$ cat src/cif_cfg.svh
`ifndef CIF_CFG_SVH
`define CIF_CFG_SVH

// Register byte offsets
`define CIF_OPER_OFS      8'h00
`define CIF_ENABLE_OFS    8'h04
`define CIF_FLAGS_OFS     8'h08
`define CIF_RXMODE_OFS    8'h0c
`define CIF_LIVE_OFS      8'h10

// Flag bit positions, then the receive-mode suppress bit
`define CIF_SEL_BIT       7
`define CIF_TX_BIT        6
`define CIF_RX_BIT        5
`define CIF_CMDEND_BIT    4
`define CIF_UPPER_BIT     3
`define CIF_LOWER_BIT     2
`define CIF_FAULT_BIT     1
`define CIF_TIMER_BIT     0
`define CIF_SUPPRESS_BIT  0

// Reset values and the default known-code mask
`define CIF_FLAGS_RST     7'h14
`define CIF_ENABLE_RST    7'h00
`define CIF_RXMODE_RST    1'h0
`define CIF_IDLE_CODE     4'h0
`define CIF_KNOWN_MASK    16'h00ff
`endif

$ cat src/cif_pkg.sv
package cif_pkg;
	// Command tracker
	typedef enum logic [0:0] {
		CIF_IDLE = 1'b0,
		CIF_BUSY = 1'b1
	} cif_cmd_state_t;
endpackage

$ cat src/cif_communication_irq_flags.sv
`timescale 1ns/1ps
`include "cif_cfg.svh"
module cif_communication_irq_flags #(
	parameter logic [15:0] KNOWN_CODES = `CIF_KNOWN_MASK
) (
	input  wire logic        clk,
	input  wire logic        rstn,
	input  wire logic        psel,
	input  wire logic        penable,
	input  wire logic        pwrite,
	input  wire logic [7:0]  paddr,
	input  wire logic [31:0] pwdata,
	output logic      [31:0] prdata,
	output logic             pready,
	output logic             pslverr,
	input  wire logic        tx_last_bit_sent,
	input  wire logic        rx_stream_end,
	input  wire logic        fifo_has_data,
	input  wire logic        upper_level_live_status,
	input  wire logic        lower_level_live_status,
	input  wire logic [7:0]  fault_register,
	input  wire logic        timer_expired,
	input  wire logic        command_done,
	output logic      [3:0]  operation_code,
	output logic             command_start,
	output logic             irq
);

	////////////////////////////////////////////////////////////////////
	// Decode helpers

	// One decoder for read and write paths
	function automatic logic [2:0] reg_index(input logic [7:0] a);
		case (a)
			`CIF_OPER_OFS:   reg_index = 3'h1;
			`CIF_ENABLE_OFS: reg_index = 3'h2;
			`CIF_FLAGS_OFS:  reg_index = 3'h3;
			`CIF_RXMODE_OFS: reg_index = 3'h4;
			`CIF_LIVE_OFS:   reg_index = 3'h5;
			default:         reg_index = 3'h0;
		endcase
	endfunction

	function automatic logic code_known(input logic [3:0] c);
		code_known = KNOWN_CODES[c];
	endfunction

	// State, one register per concern
	logic [6:0]              flags_reg;
	logic [6:0]              enable_reg;
	logic                    suppress_reg;
	logic [3:0]              opcode_reg;
	cif_pkg::cif_cmd_state_t cmd_state_reg;
	logic                    start_reg;
	logic                    upper_prev_reg;
	logic                    lower_prev_reg;
	logic [7:0]              fault_prev_reg;
	logic [31:0]             rdata_reg;

	// Combinational helpers, no state
	logic [6:0]              flags_next;
	logic [6:0]              events;
	logic [2:0]              idx;
	logic                    wr_en;
	logic                    setup;
	logic                    unknown_start;
	logic                    cmd_end_event;

	////////////////////////////////////////////////////////////////////
	// APB slave

	// Zero wait states; the access phase completes at once
	assign idx     = reg_index(paddr);
	assign setup   = psel && !penable;
	assign wr_en   = psel && penable && pwrite;
	assign pready  = 1'b1;
	// Unmapped offsets answer with an error; their writes are dropped
	assign pslverr = psel && penable && (idx == 3'h0);
	assign prdata  = rdata_reg;

	// Read data caught in the setup cycle, held through access
	always_ff @(posedge clk or negedge rstn) begin
		if (!rstn) begin
			rdata_reg <= 32'h0000_0000;
		end else if (setup && !pwrite) begin
			case (idx)
				3'h1:    rdata_reg <= {28'h0000000, opcode_reg};
				3'h2:    rdata_reg <= {25'h0000000, enable_reg};
				// Select bit is write only, reads zero
				3'h3:    rdata_reg <= {25'h0000000, flags_reg};
				3'h4:    rdata_reg <= {31'h00000000, suppress_reg};
				3'h5:    rdata_reg <= {27'h0000000, irq, cmd_state_reg == cif_pkg::CIF_BUSY,
					fifo_has_data, upper_level_live_status, lower_level_live_status};
				default: rdata_reg <= 32'h0000_0000;
			endcase
		end
	end

	////////////////////////////////////////////////////////////////////
	// Configuration registers

	// Enable mask and receive mode
	always_ff @(posedge clk or negedge rstn) begin
		if (!rstn) begin
			enable_reg   <= `CIF_ENABLE_RST;
			suppress_reg <= `CIF_RXMODE_RST;
		end else if (wr_en && idx == 3'h2) begin
			enable_reg <= pwdata[6:0];
		end else if (wr_en && idx == 3'h4) begin
			suppress_reg <= pwdata[`CIF_SUPPRESS_BIT];
		end
	end

	////////////////////////////////////////////////////////////////////
	// Operation code and command tracking

	// Unknown codes never run; they fall straight back to idle
	assign unknown_start = wr_en && idx == 3'h1 && !code_known(pwdata[3:0]);
	assign cmd_end_event = (command_done && cmd_state_reg == cif_pkg::CIF_BUSY)
		|| unknown_start;

	always_ff @(posedge clk or negedge rstn) begin
		if (!rstn) begin
			opcode_reg    <= `CIF_IDLE_CODE;
			cmd_state_reg <= cif_pkg::CIF_IDLE;
			start_reg     <= 1'b0;
		end else begin
			start_reg <= 1'b0;
			if (wr_en && idx == 3'h1) begin
				case (cmd_state_reg)
					cif_pkg::CIF_IDLE, cif_pkg::CIF_BUSY: begin
						if (!code_known(pwdata[3:0]) || pwdata[3:0] == `CIF_IDLE_CODE) begin
							// Software idle abort gives no flag
							opcode_reg    <= `CIF_IDLE_CODE;
							cmd_state_reg <= cif_pkg::CIF_IDLE;
						end else begin
							opcode_reg    <= pwdata[3:0];
							cmd_state_reg <= cif_pkg::CIF_BUSY;
							start_reg     <= 1'b1;
						end
					end
					default: cmd_state_reg <= cif_pkg::CIF_IDLE;
				endcase
			end else if (command_done && cmd_state_reg == cif_pkg::CIF_BUSY) begin
				opcode_reg    <= `CIF_IDLE_CODE;
				cmd_state_reg <= cif_pkg::CIF_IDLE;
			end
		end
	end

	assign operation_code = opcode_reg;
	assign command_start  = start_reg;

	////////////////////////////////////////////////////////////////////
	// Edge capture for level sources

	// Live levels are remembered so only their rise counts
	always_ff @(posedge clk or negedge rstn) begin
		if (!rstn) begin
			upper_prev_reg <= 1'b0;
			lower_prev_reg <= 1'b0;
			fault_prev_reg <= 8'h00;
		end else begin
			upper_prev_reg <= upper_level_live_status;
			lower_prev_reg <= lower_level_live_status;
			fault_prev_reg <= fault_register;
		end
	end

	////////////////////////////////////////////////////////////////////
	// Request flags

	// Hardware events, one per flag bit
	always_comb begin
		events                  = 7'h00;
		events[`CIF_TX_BIT]     = tx_last_bit_sent;
		events[`CIF_RX_BIT]     = rx_stream_end && (!suppress_reg || fifo_has_data);
		events[`CIF_CMDEND_BIT] = cmd_end_event;
		events[`CIF_UPPER_BIT]  = upper_level_live_status && !upper_prev_reg;
		events[`CIF_LOWER_BIT]  = lower_level_live_status && !lower_prev_reg;
		events[`CIF_FAULT_BIT]  = |(fault_register & ~fault_prev_reg);
		events[`CIF_TIMER_BIT]  = timer_expired;
	end

	// Select-bit write, then events OR in so a set beats a clear
	always_comb begin
		flags_next = flags_reg;
		if (wr_en && idx == 3'h3) begin
			if (pwdata[`CIF_SEL_BIT]) begin
				flags_next = flags_reg | pwdata[6:0];
			end else begin
				flags_next = flags_reg & ~pwdata[6:0];
			end
		end
		flags_next = flags_next | events;
	end

	// Flag store; reset marks command end and lower alert
	always_ff @(posedge clk or negedge rstn) begin
		if (!rstn) begin
			flags_reg <= `CIF_FLAGS_RST;
		end else begin
			flags_reg <= flags_next;
		end
	end

	// Level interrupt, only enabled flags pass
	assign irq = |(flags_reg & enable_reg);
endmodule

$ cat config.mk
export PLATFORM = sky130hd
export DESIGN_NAME = cif_communication_irq_flags
export DESIGN_NICKNAME = d
export VERILOG_FILES = /design/src/cif_pkg.sv /design/src/cif_communication_irq_flags.sv
export VERILOG_INCLUDE_DIRS = /design/src
export SDC_FILE = /design/constraint.sdc
export NUM_CORES = 1
export LEC_CHECK = 0
export BUFFER_PORTS_ARGS = -buffer_cell sky130_fd_sc_hd__buf_2
export CORE_UTILIZATION = 45
export CTS_CLUSTER_SIZE = 28
export DETAILED_ROUTE_END_ITERATION = 10
export PLACE_DENSITY_LB_ADDON = 0.08
export SLEW_MARGIN = 15
export SYNTH_ARGS = -nofsm -noshare
export SYNTH_HDL_FRONTEND = slang
export SYNTH_SLANG_ARGS = --single-unit
$ cat constraint.sdc
create_clock -name clk -period 2.3 [get_ports clk]
set_input_delay 0.575 -clock clk [delete_from_list [all_inputs] [get_ports clk]]
set_output_delay 0.575 -clock clk [all_outputs]
set_load 0.02 [all_outputs]
After elaboration in Yosys (flattened, before gate mapping):

Memories as Yosys holds them, arrays and structs flattened.
Index checks and enable logic that the tools add are counted.

* flip-flop bits (word level): 63
* bits in latches: 0
* RAM bits: 0
* memory bits (read-only): 16
* memories kept: 1

Memory list
* (no name shown): depth 16, bits a word 1, read ports 1, clocked after Yosys merged registers in 0, write ports 0, line cif_communication_irq_flags.sv:45 `code_known = KNOWN_CODES[c];`

* add/subtract/negate cells: 0
* multipliers: 0
* divide/modulo/power cells: 0
* $lt $le $gt $ge: 1
* eq/ne operators: 9
* shifts and indexed selects: 0
* multiplexer cells: 12
* bitwise logic cells: 8
* reduce and logical (&&, ||, !) cells: 30

Operator list (number)
* 7-bit case mux with 5 select lines: 1
* 8-bit by 4-bit equality test with 1-bit output (second input constant): 2
* 3-bit case mux with 5 select lines: 1
* 7-bit AND: 2
* 1-bit logical AND: 14
* 7-bit 2-to-1 mux: 2
* 7-bit bitwise OR: 2
* 4-bit 2-to-1 mux: 3
* 8-bit AND: 1
* 8-bit by 3-bit equality test with 1-bit output (second input constant): 1
* 8-bit by 5-bit equality test with 1-bit output (second input constant): 1
* 8-bit logical NOT: 1
* 8-bit inverter: 1
* 8-bit OR reduction: 1
* 7-bit inverter: 1
* 7-bit OR reduction: 1
* 3-bit by 2-bit equality test with 1-bit output (second input constant): 2
* 3-bit equality test (second input constant): 2
* 1-bit logical NOT: 6
* 4-bit by 5-bit less-than comparator with 1-bit output (second input constant): 1
* 1-bit 2-to-1 mux: 5
* 4-bit logical NOT: 1
* 3-bit by 1-bit equality test with 1-bit output (second input constant): 1
* 3-bit logical NOT: 1
* other kinds (4): 6

Logic depth before layout (Yosys ltp):

Gate-level depths: netlist of run 1.

* word-level depth: 7
* gate-level depth with buffers: 5
* mapped depth without buffers: 4

Worst setup path before layout of run 1:

No wires, ideal clock.

* path kind: input to output
* from: in paddr[3]
* to: out pslverr
* data arrival time: 1.329 ns
* data required time: 1.725 ns
* setup slack: 0.396 ns
* stages on the path: 3
* path through: clkbuf_1 -> o21ai_0 -> a31oi_1

* longest elaborated chain between the ends: 4
* elaborated cells on any way between the ends: 8
* classes of those cells: eq/ne: 4; mux: 1; reduce/logical: 3

RTL lines
* from (decl): line cif_communication_irq_flags.sv:11 `input wire logic [7:0] paddr,`
* 8-bit by 5-bit equality test with 1-bit output, or another cell as far along: line cif_communication_irq_flags.sv:34 `case (a)`
* 3-bit case mux with 5 select lines (*): line cif_communication_irq_flags.sv:34
* 3-bit logical NOT (*): line cif_communication_irq_flags.sv:78 `assign pslverr = psel && penable && (idx == 3'h0);`
* 1-bit logical AND (*): line cif_communication_irq_flags.sv:78
* to (decl): line cif_communication_irq_flags.sv:15 `output logic pslverr,`

Every way passes the cells marked *; elsewhere a longest branch is shown, timed or not.

Final worst setup path of run 1:

* from: reg enable_reg[1]
* to: out irq

* longest elaborated chain between the ends: 2

RTL lines
* from (decl): line cif_communication_irq_flags.sv:50 `logic [6:0] enable_reg;`
* from (signal assigned): line cif_communication_irq_flags.sv:105 `` enable_reg <= `CIF_ENABLE_RST; ``
* from (signal assigned): line cif_communication_irq_flags.sv:108 `enable_reg <= pwdata[6:0];`
* 7-bit AND: line cif_communication_irq_flags.sv:208 `assign irq = |(flags_reg & enable_reg);`
* 7-bit OR reduction: line cif_communication_irq_flags.sv:208
* to (decl): line cif_communication_irq_flags.sv:26 `output logic irq`

No other way between the ends.

==> results.yml, run 1 <==
sta:
  period_minus_slack_ps: 1966
  finalCritPeriodShare_pct: 85.47
  hold_violations: 0
  slew_viol_final: 0
  clock.fmax_mhz: 508.7
  fin_ws_ps: 334.2
  setup-tns-final_ps: 0
  setup_viol: 0
  finClkSkew_ps: 3.744
  grt_setup_unrepaired: "false"
clocking:
  ctsHoldBuffers: 0
  h-tree-depth: 2
  postCtsSetupBuffers: 0
  clk_pin_slew_worst_paths_ps: 80
  worst_skew_pair.late_latency_ps: 290
  numCtsBuffers: 5
  ctsResizeCount: 0
  clock-sinks: 38
  cts_tree: "built"
  ctsRootBufferMaster: "clkbuf_8"
  cts-root-to-sink-buffers: 2
placement:
  dpl_worst_slack_ps: 405.9
  routabilityCongestion: 0.7562
  dp_hpwl_um: 3346
  io_buffers: 49
  dpl.cell_count: 298
synthesis:
  syn_avg_cell_area_um2: 10.25
  synth_most_common_cell: "dfrtp_1"
  synth-edff-count: 0
  ys_warn_count: 0
  synth_seq_cells: 38
  synth_top_area_share_pct: 43.96
  synthTopCellsByArea: "dfrtp_1 (44%), buf_4 (9.5%), mux2_2 (3.8%)"
  ys_seq_area_share_pct: 46.52
  synthTopCellsByCount: "dfrtp_1 (36), buf_4 (26), nand2_1 (20)"
  ys_types: 44
  synth_area_um2: 2049
  yosysTopAreaCell: "dfrtp_1"
  synth_flop_cell: "dfrtp_1"
  postSynthCellCount: 200
  async_reset_ff_share_pct: 100.0
power:
  clockPowerShare_pct: 35.9
  switchingPower_uw: 359.8
  cellPowerDensity_nw_per_um2: 567.6
  power.leakage_uw: 0.001186
  combPwrFrac_pct: 12.6
  swShare_pct: 26.99
  peakVddDrop_mv: 0.3135
  power_frac_seq_pct: 51.5
  p_int_uw: 973.2
routing:
  vias_per_cell: 5.042
  post_drt_wl_per_cell_um: 13.96
  routed_wl_um: 4273
  first_iter_violations: 75
  drc: 0
  first_pass_iters: 4
  ant_nets: 0
  vias: 1543
setup_path:
  crit_end: "irq"
  worstSetupStartpoint: "enable_reg[1]"
  end_kind: "output port"
  crit_required_ps: 1730
  r2r_setup_slack_ps: 1060
  worstPathMaxFanout: 3
  worst-endpoint-arrival_ps: 1390
  crit_path_start_kind: "flop"
  r2r-start: "flags_reg[0]"
  reg2reg_to: "prdata[0]"
  r2r_cells: 3
  worstSetupPathType: "reg -> out"
global_routing:
  grt_max_degree: 19
  grt.total_usage_pct: 19.20
  antenna_found_initial: 0
  grt_overflow: 0
  grt_pass1_wl_um: 7245
  grt_pass1_vias: 1468
status:
  status: "completed"
layout:
  layout.cells.non_filler: 306
  layout-drive-gt1-share_pct: 30.31
  n_antenna_cell: 0
  final_nets: 313
  largest_reg_flops: 8
  synthToLayoutAreaGrowth_pct: 14.59
floorplanning:
  die_area_um2: 4828
  start_util_pct: 47.07
  rows: 24
  core_um2: 4354
  io_pins: 100
  die_y_um: 69.49
  die_w_um: 69.49
run:
  maxCapViolCount: 0
worst_hold_path:
  holdCritPathClass: "in -> async"
## kinds of logic after synthesis
group | Yosys count | share of synthesized area (%)
other | 2 | 0.3664
multiplexers | 12 | 7.082
flip-flops | 38 | 46.52
AND/OR/NAND/NOR | 73 | 21.49
AO/OA/AOI/OAI | 32 | 11.11
buffers and inverters | 43 | 13.43
## per-layer routing
metal / GRT usage, % / share of wire [%]
met5: 0 / 0
met4: 5.215 / 1.1
met3: 3.634 / 4.1
met2: 29.34 / 45
met1: 27.98 / 50
## stage by stage
stage	util (%)	power [uW]	hold slack [ps]	area [um2]
after floorplan	-	827.4	279.4	2140
after detailed placement	51.75	867.7	443.6	2253
after global routing	53.94	1394	234.8	2349
after CTS	53.94	1343	223.6	2349
final	53.94	1333	214.7	2349
after global placement	51.75	866.9	442.5	2253
## worst min path at each step
stage,from,slack [ps],to,cells past startpoint
floorplan,rstn,280,cmd_state_reg,0
global placement,lower_prev_reg,440,flags_reg[2],1
detailed placement,lower_prev_reg,440,flags_reg[2],1
CTS,rstn,220,prdata[0],1
global route,rstn,230,prdata[6],1
finish,rstn,210,lower_prev_reg,1
## worst max-delay path, stage by stage (launching register included)
cell      delay, ps
dfrtp_1         410
a222oi_1        330
nand3_1         170
buf_2           200
## power groups by stage
stage          clock network [uW]  registers [uW]  logic, uW
2_1_floorplan                   0             699        128
3_3_place_gp                    0             699        168
3_5_place_dp                    0             699        169
4_1_cts                       489             686        169
5_1_grt                       521             688        186
6_report                      479             686        168
## layout make-up
class | count | area [um2]
fillers | 403 | 2006
clock buffers | 6 | 82.58
inverters | 11 | 41.29
clock inverters | 2 | 12.51
well taps | 52 | 65.06
flip-flops and latches | 38 | 953.4
multi-input cells | 143 | 910.9
repair buffers | 54 | 282.8
## layout by cell type (no fill, tap or decap), types with 5 or more instances in the layout
cell / n
conb_1: 26
dfrtp_1: 36
nand3_1: 9
buf_4: 5
buf_2: 49
mux2_2: 7
inv_1: 11
clkbuf_8: 6
nor2_1: 7
nand4_1: 8
nand2b_1: 6
a22oi_1: 5
o21ai_0: 9
nand2_1: 20
(Power assumes the default switching activity.)
==> run 2: changes to the inputs <==
--- a/config.mk
+++ b/config.mk
@@ -10,7 +10,9 @@
 export CORE_UTILIZATION = 45
 export CTS_CLUSTER_SIZE = 28
 export DETAILED_ROUTE_END_ITERATION = 10
+export GPL_ROUTABILITY_DRIVEN = 1
 export PLACE_DENSITY_LB_ADDON = 0.08
+export REMOVE_ABC_BUFFERS = 1
 export SLEW_MARGIN = 15
 export SYNTH_ARGS = -nofsm -noshare
 export SYNTH_HDL_FRONTEND = slang
==> results.yml, run 2 (synthesized netlist as in run 1, its figures left out) <==
clocking:
  h-tree-depth: 2
  ctsRootBufferMaster: "clkbuf_8"
  ctsResizeCount: 0
  cts-root-to-sink-buffers: 2
  clock-sinks: 38
  cts_tree: "built"
  worst_skew_pair.late_latency_ps: 290
  clk_pin_slew_worst_paths_ps: 70
  numCtsBuffers: 5
  ctsHoldBuffers: 0
  postCtsSetupBuffers: 0
worst_hold_path:
  holdCritPathClass: "in -> async"
setup_path:
  cp_top_family: "flip-flops"
  end_kind: "output port"
  worstPathMaxFanout: 3
  worstSetupPathType: "reg -> out"
  worst-endpoint-arrival_ps: 1410
  crit_slowest_cell: "dfrtp_1"
  crit_required_ps: 1730
  worstPathCellList: "a222oi_1, nand3_1, buf_2"
  cp_slowest_stage_delay_ps: 420
  critPathBufInv: 1
  crit_path_start_kind: "flop"
routing:
  post_drt_wl_per_cell_um: 14.12
  ant_nets: 0
  vias: 1533
  first_iter_violations: 54
  routed_wl_um: 4306
  drc: 0
  vias_per_cell: 5.026
  first_pass_iters: 4
layout:
  fillCellCount: 425
  final_nets: 313
  layout-drive-gt1-share_pct: 30.04
  synthToLayoutAreaGrowth_pct: 13.80
  largest_reg_flops: 8
  mostFrequentLayoutCell: "buf_2"
  n_antenna_cell: 0
  final_cell_mix: "buf_2 (49), dfrtp_1 (36), conb_1 (26)"
status:
  status: "completed"
sta:
  period_minus_slack_ps: 1981
  clock.fmax_mhz: 504.7
  grt_setup_unrepaired: "false"
  setup_viol: 0
  finalCritPeriodShare_pct: 86.15
  finClkSkew_ps: 6.849
  setup-tns-final_ps: 0
  slew_viol_final: 0
  hold_violations: 0
placement:
  dp_hpwl_um: 3261
  routabilityCongestion: 0.7548
  io_buffers: 49
floorplanning:
  start_util_pct: 47.07
  rows: 24
  die_y_um: 69.49
  die_w_um: 69.49
  core_um2: 4354
  die_area_um2: 4828
  io_pins: 100
power:
  power.leakage_uw: 0.001182
  peakVddDrop_mv: 0.3054
  p_total_uw: 1279
  cellPowerDensity_nw_per_um2: 548.4
global_routing:
  antenna_found_initial: 0
  grt_max_degree: 39
  grt.total_usage_pct: 19.81
  grt_pass1_wl_um: 7458
  grt_pass1_vias: 1511
  grt_overflow: 0
run:
  maxCapViolCount: 0
## run 2: per-stage QoR
| step | hold WS, ps | instance area (um2) | instances | util, % | setup slack [ps] |
|---|---|---|---|---|---|
| 6_report | 325.0 | 2332 | 305 | 53.56 | 318.6 |
| 3_5_place_dp | 452.3 | 2253 | 298 | 51.75 | 368.9 |
| 2_1_floorplan | 279.4 | 1906 | 192 | - | 407.7 |
| 4_1_cts | 347.7 | 2332 | 305 | 53.56 | 314.1 |
| 3_3_place_gp | 446.0 | 2253 | 298 | 51.75 | 351.8 |
| 5_1_grt | 371.7 | 2332 | 305 | 53.56 | 194.0 |
## run 2: path summary, 6_finish.rpt
kind                                   startpoint  depth (start not counted)                end  slack [ps]
worst max-delay path                enable_reg[1]                          3                irq         320
worst max register to register      enable_reg[0]                          3          prdata[0]        1080
worst min register to register     lower_prev_reg                          1       flags_reg[2]         470
min in group clk                fault_register[0]                          1  fault_prev_reg[0]         400
worst min-delay path                         rstn                          2  fault_prev_reg[1]         320
max in group asynchronous                    rstn                          2       flags_reg[4]        1610
## run 2: cell type report
class	count	area (um2)	area share [%]
clock buffer	5	68.82	2.951
clock inverter	2	10.01	0.4292
inverter	11	41.29	1.770
multi-input combinational	143	910.9	39.06
sequential	38	953.4	40.88
tap	52	65.06	2.790
timing repair buffer	54	282.8	12.12
## run 2: power breakdown
part           internal (uW)  switching (uW)
clock network            203             222
logic                   51.3             116
registers                681            5.75
## run 2: metal layers
metal | routed length (um) | part of all wire [%] | global-route usage, % | vias up
met4 | 54 | 1.3 | 5.442 | 0
met3 | 185 | 4.3 | 5.233 | 6
li1 | - | - | - | 765
met2 | 1868 | 43 | 29.56 | 40
met5 | 0 | 0 | 0 | -
met1 | 2198 | 51 | 28.48 | 722
## run 2: worst reg2reg max path: stages, from the launching register on
cell and delay, ps:
dfrtp_1 400, mux4_1 540, nand4b_1 110, nand3_1 70
==> run 3: changes to the inputs <==
--- a/config.mk
+++ b/config.mk
@@ -11,6 +11,7 @@
 export CTS_CLUSTER_SIZE = 28
 export DETAILED_ROUTE_END_ITERATION = 10
 export GPL_ROUTABILITY_DRIVEN = 1
+export MAX_ROUTING_LAYER = met4
 export PLACE_DENSITY_LB_ADDON = 0.08
 export REMOVE_ABC_BUFFERS = 1
 export SLEW_MARGIN = 15
==> results.yml, run 3 (synthesized netlist as in run 1, its figures left out) <==
status:
  status: "completed"
setup_path:
  worstSetupPathType: "reg -> out"
  cp_slowest_stage_delay_ps: 420
  worstPathMaxFanout: 3
  worstPathCellList: "a222oi_1, nand3_1, buf_2"
  crit_path_start_kind: "flop"
  crit_slowest_cell: "dfrtp_1"
  critPathBufInv: 1
  crit_required_ps: 1730
  end_kind: "output port"
  cp_top_family: "flip-flops"
  worst-endpoint-arrival_ps: 1400
clocking:
  clock-sinks: 38
  numCtsBuffers: 5
  cts_tree: "built"
  postCtsSetupBuffers: 0
  ctsHoldBuffers: 0
  ctsResizeCount: 0
  worst_skew_pair.late_latency_ps: 290
  h-tree-depth: 2
  cts-root-to-sink-buffers: 2
  clk_pin_slew_worst_paths_ps: 70
  ctsRootBufferMaster: "clkbuf_8"
routing:
  met1_length_um: 2151
  post_drt_wl_per_cell_um: 14.08
  first_pass_iters: 4
  routed-wl-met2_um: 1873
  routed_wl_um: 4295
  vias: 1531
  vias_per_cell: 5.020
  top_layer: "met4"
  wl_met3_um: 215
  first_iter_violations: 66
  ant_nets: 0
  drc: 0
global_routing:
  grt_pass1_wl_um: 7458
  grt_pass1_vias: 1516
  grt_overflow: 0
  antenna_found_initial: 0
  grt.total_usage_pct: 20.41
  grt_max_degree: 39
floorplanning:
  core_um2: 4354
  die_y_um: 69.49
  rows: 24
  die_w_um: 69.49
  start_util_pct: 47.07
  io_pins: 100
  die_area_um2: 4828
placement:
  post_dp_cell_area_um2: 2253
  dp_hpwl_um: 3261
  routabilityCongestion: 0.7646
  dpl.cell_count: 298
  io_buffers: 49
sta:
  setup_viol: 0
  hold_violations: 0
  slew_viol_final: 0
  finClkSkew_ps: 7.423
  timing.hold.ws_ps: 319.6
  setup-tns-final_ps: 0
  finalCritPeriodShare_pct: 85.93
  clock.fmax_mhz: 506.0
  grt_setup_unrepaired: "false"
  period_minus_slack_ps: 1976
layout:
  layout-drive-gt1-share_pct: 30.04
  final_cell_mix: "buf_2 (49), dfrtp_1 (36), conb_1 (26)"
  mostFrequentLayoutCell: "buf_2"
  n_antenna_cell: 0
  synthToLayoutAreaGrowth_pct: 13.80
  utilization_pct: 53.56
  stdcell_area_um2: 2332
  layout.cells.non_filler: 305
  final_nets: 313
  largest_reg_flops: 8
power:
  peakVddDrop_mv: 0.3059
  cellPowerDensity_nw_per_um2: 548.6
  power.leakage_uw: 0.001182
worst_hold_path:
  holdCritPathClass: "in -> async"
run:
  maxCapViolCount: 0
-- run 3: cell counts in the layout (fill, tap and decap cells not counted) --
No cell type changed its count.
-- run 3: worst register-to-register path: stages, from the launching register on --
cell and delay [ps]:
dfrtp_1 400, mux4_1 530, nand4b_1 110, nand3_1 70
-- run 3: layout make-up --
type	count	area, um2
clock buffer	5	68.82
inverter	11	41.29
tap	52	65.06
timing repair buffer	54	282.8
fill	425	2022
sequential	38	953.4
multi-input combinational	143	910.9
clock inverter	2	10.01
-- run 3: final timing paths --
path	slack, ps	from	depth (start not counted)	end
setup / recovery	320	enable_reg[1]	3	irq
hold / removal	320	rstn	2	fault_prev_reg[1]
setup reg to reg	1080	enable_reg[0]	3	prdata[0]
hold reg to reg	470	lower_prev_reg	1	flags_reg[2]
max in group asynchronous	1600	rstn	2	flags_reg[4]
min in group clk	400	fault_register[0]	1	fault_prev_reg[0]
-- run 3: layer usage --
layer  vias to the layer above  track usage [%]
met2                        47            29.34
met5                         -                -
met1                       712            28.76
li1                        766                -
met4                         0            5.442
met3                         6            5.233
-- run 3: through the flow --
stage,worst slack (ps),total power (uW)
6_report,323.6,1279
5_1_grt,194.0,1344
4_1_cts,314.1,1299
3_5_place_dp,368.9,867.1
3_3_place_gp,351.8,867.0
2_1_floorplan,407.7,782.6
-- run 3: power breakdown --
part	internal, uW	switching, uW
Combinational	51.3	116
Clock	203	222
Sequential	681	5.69
Total	936	344
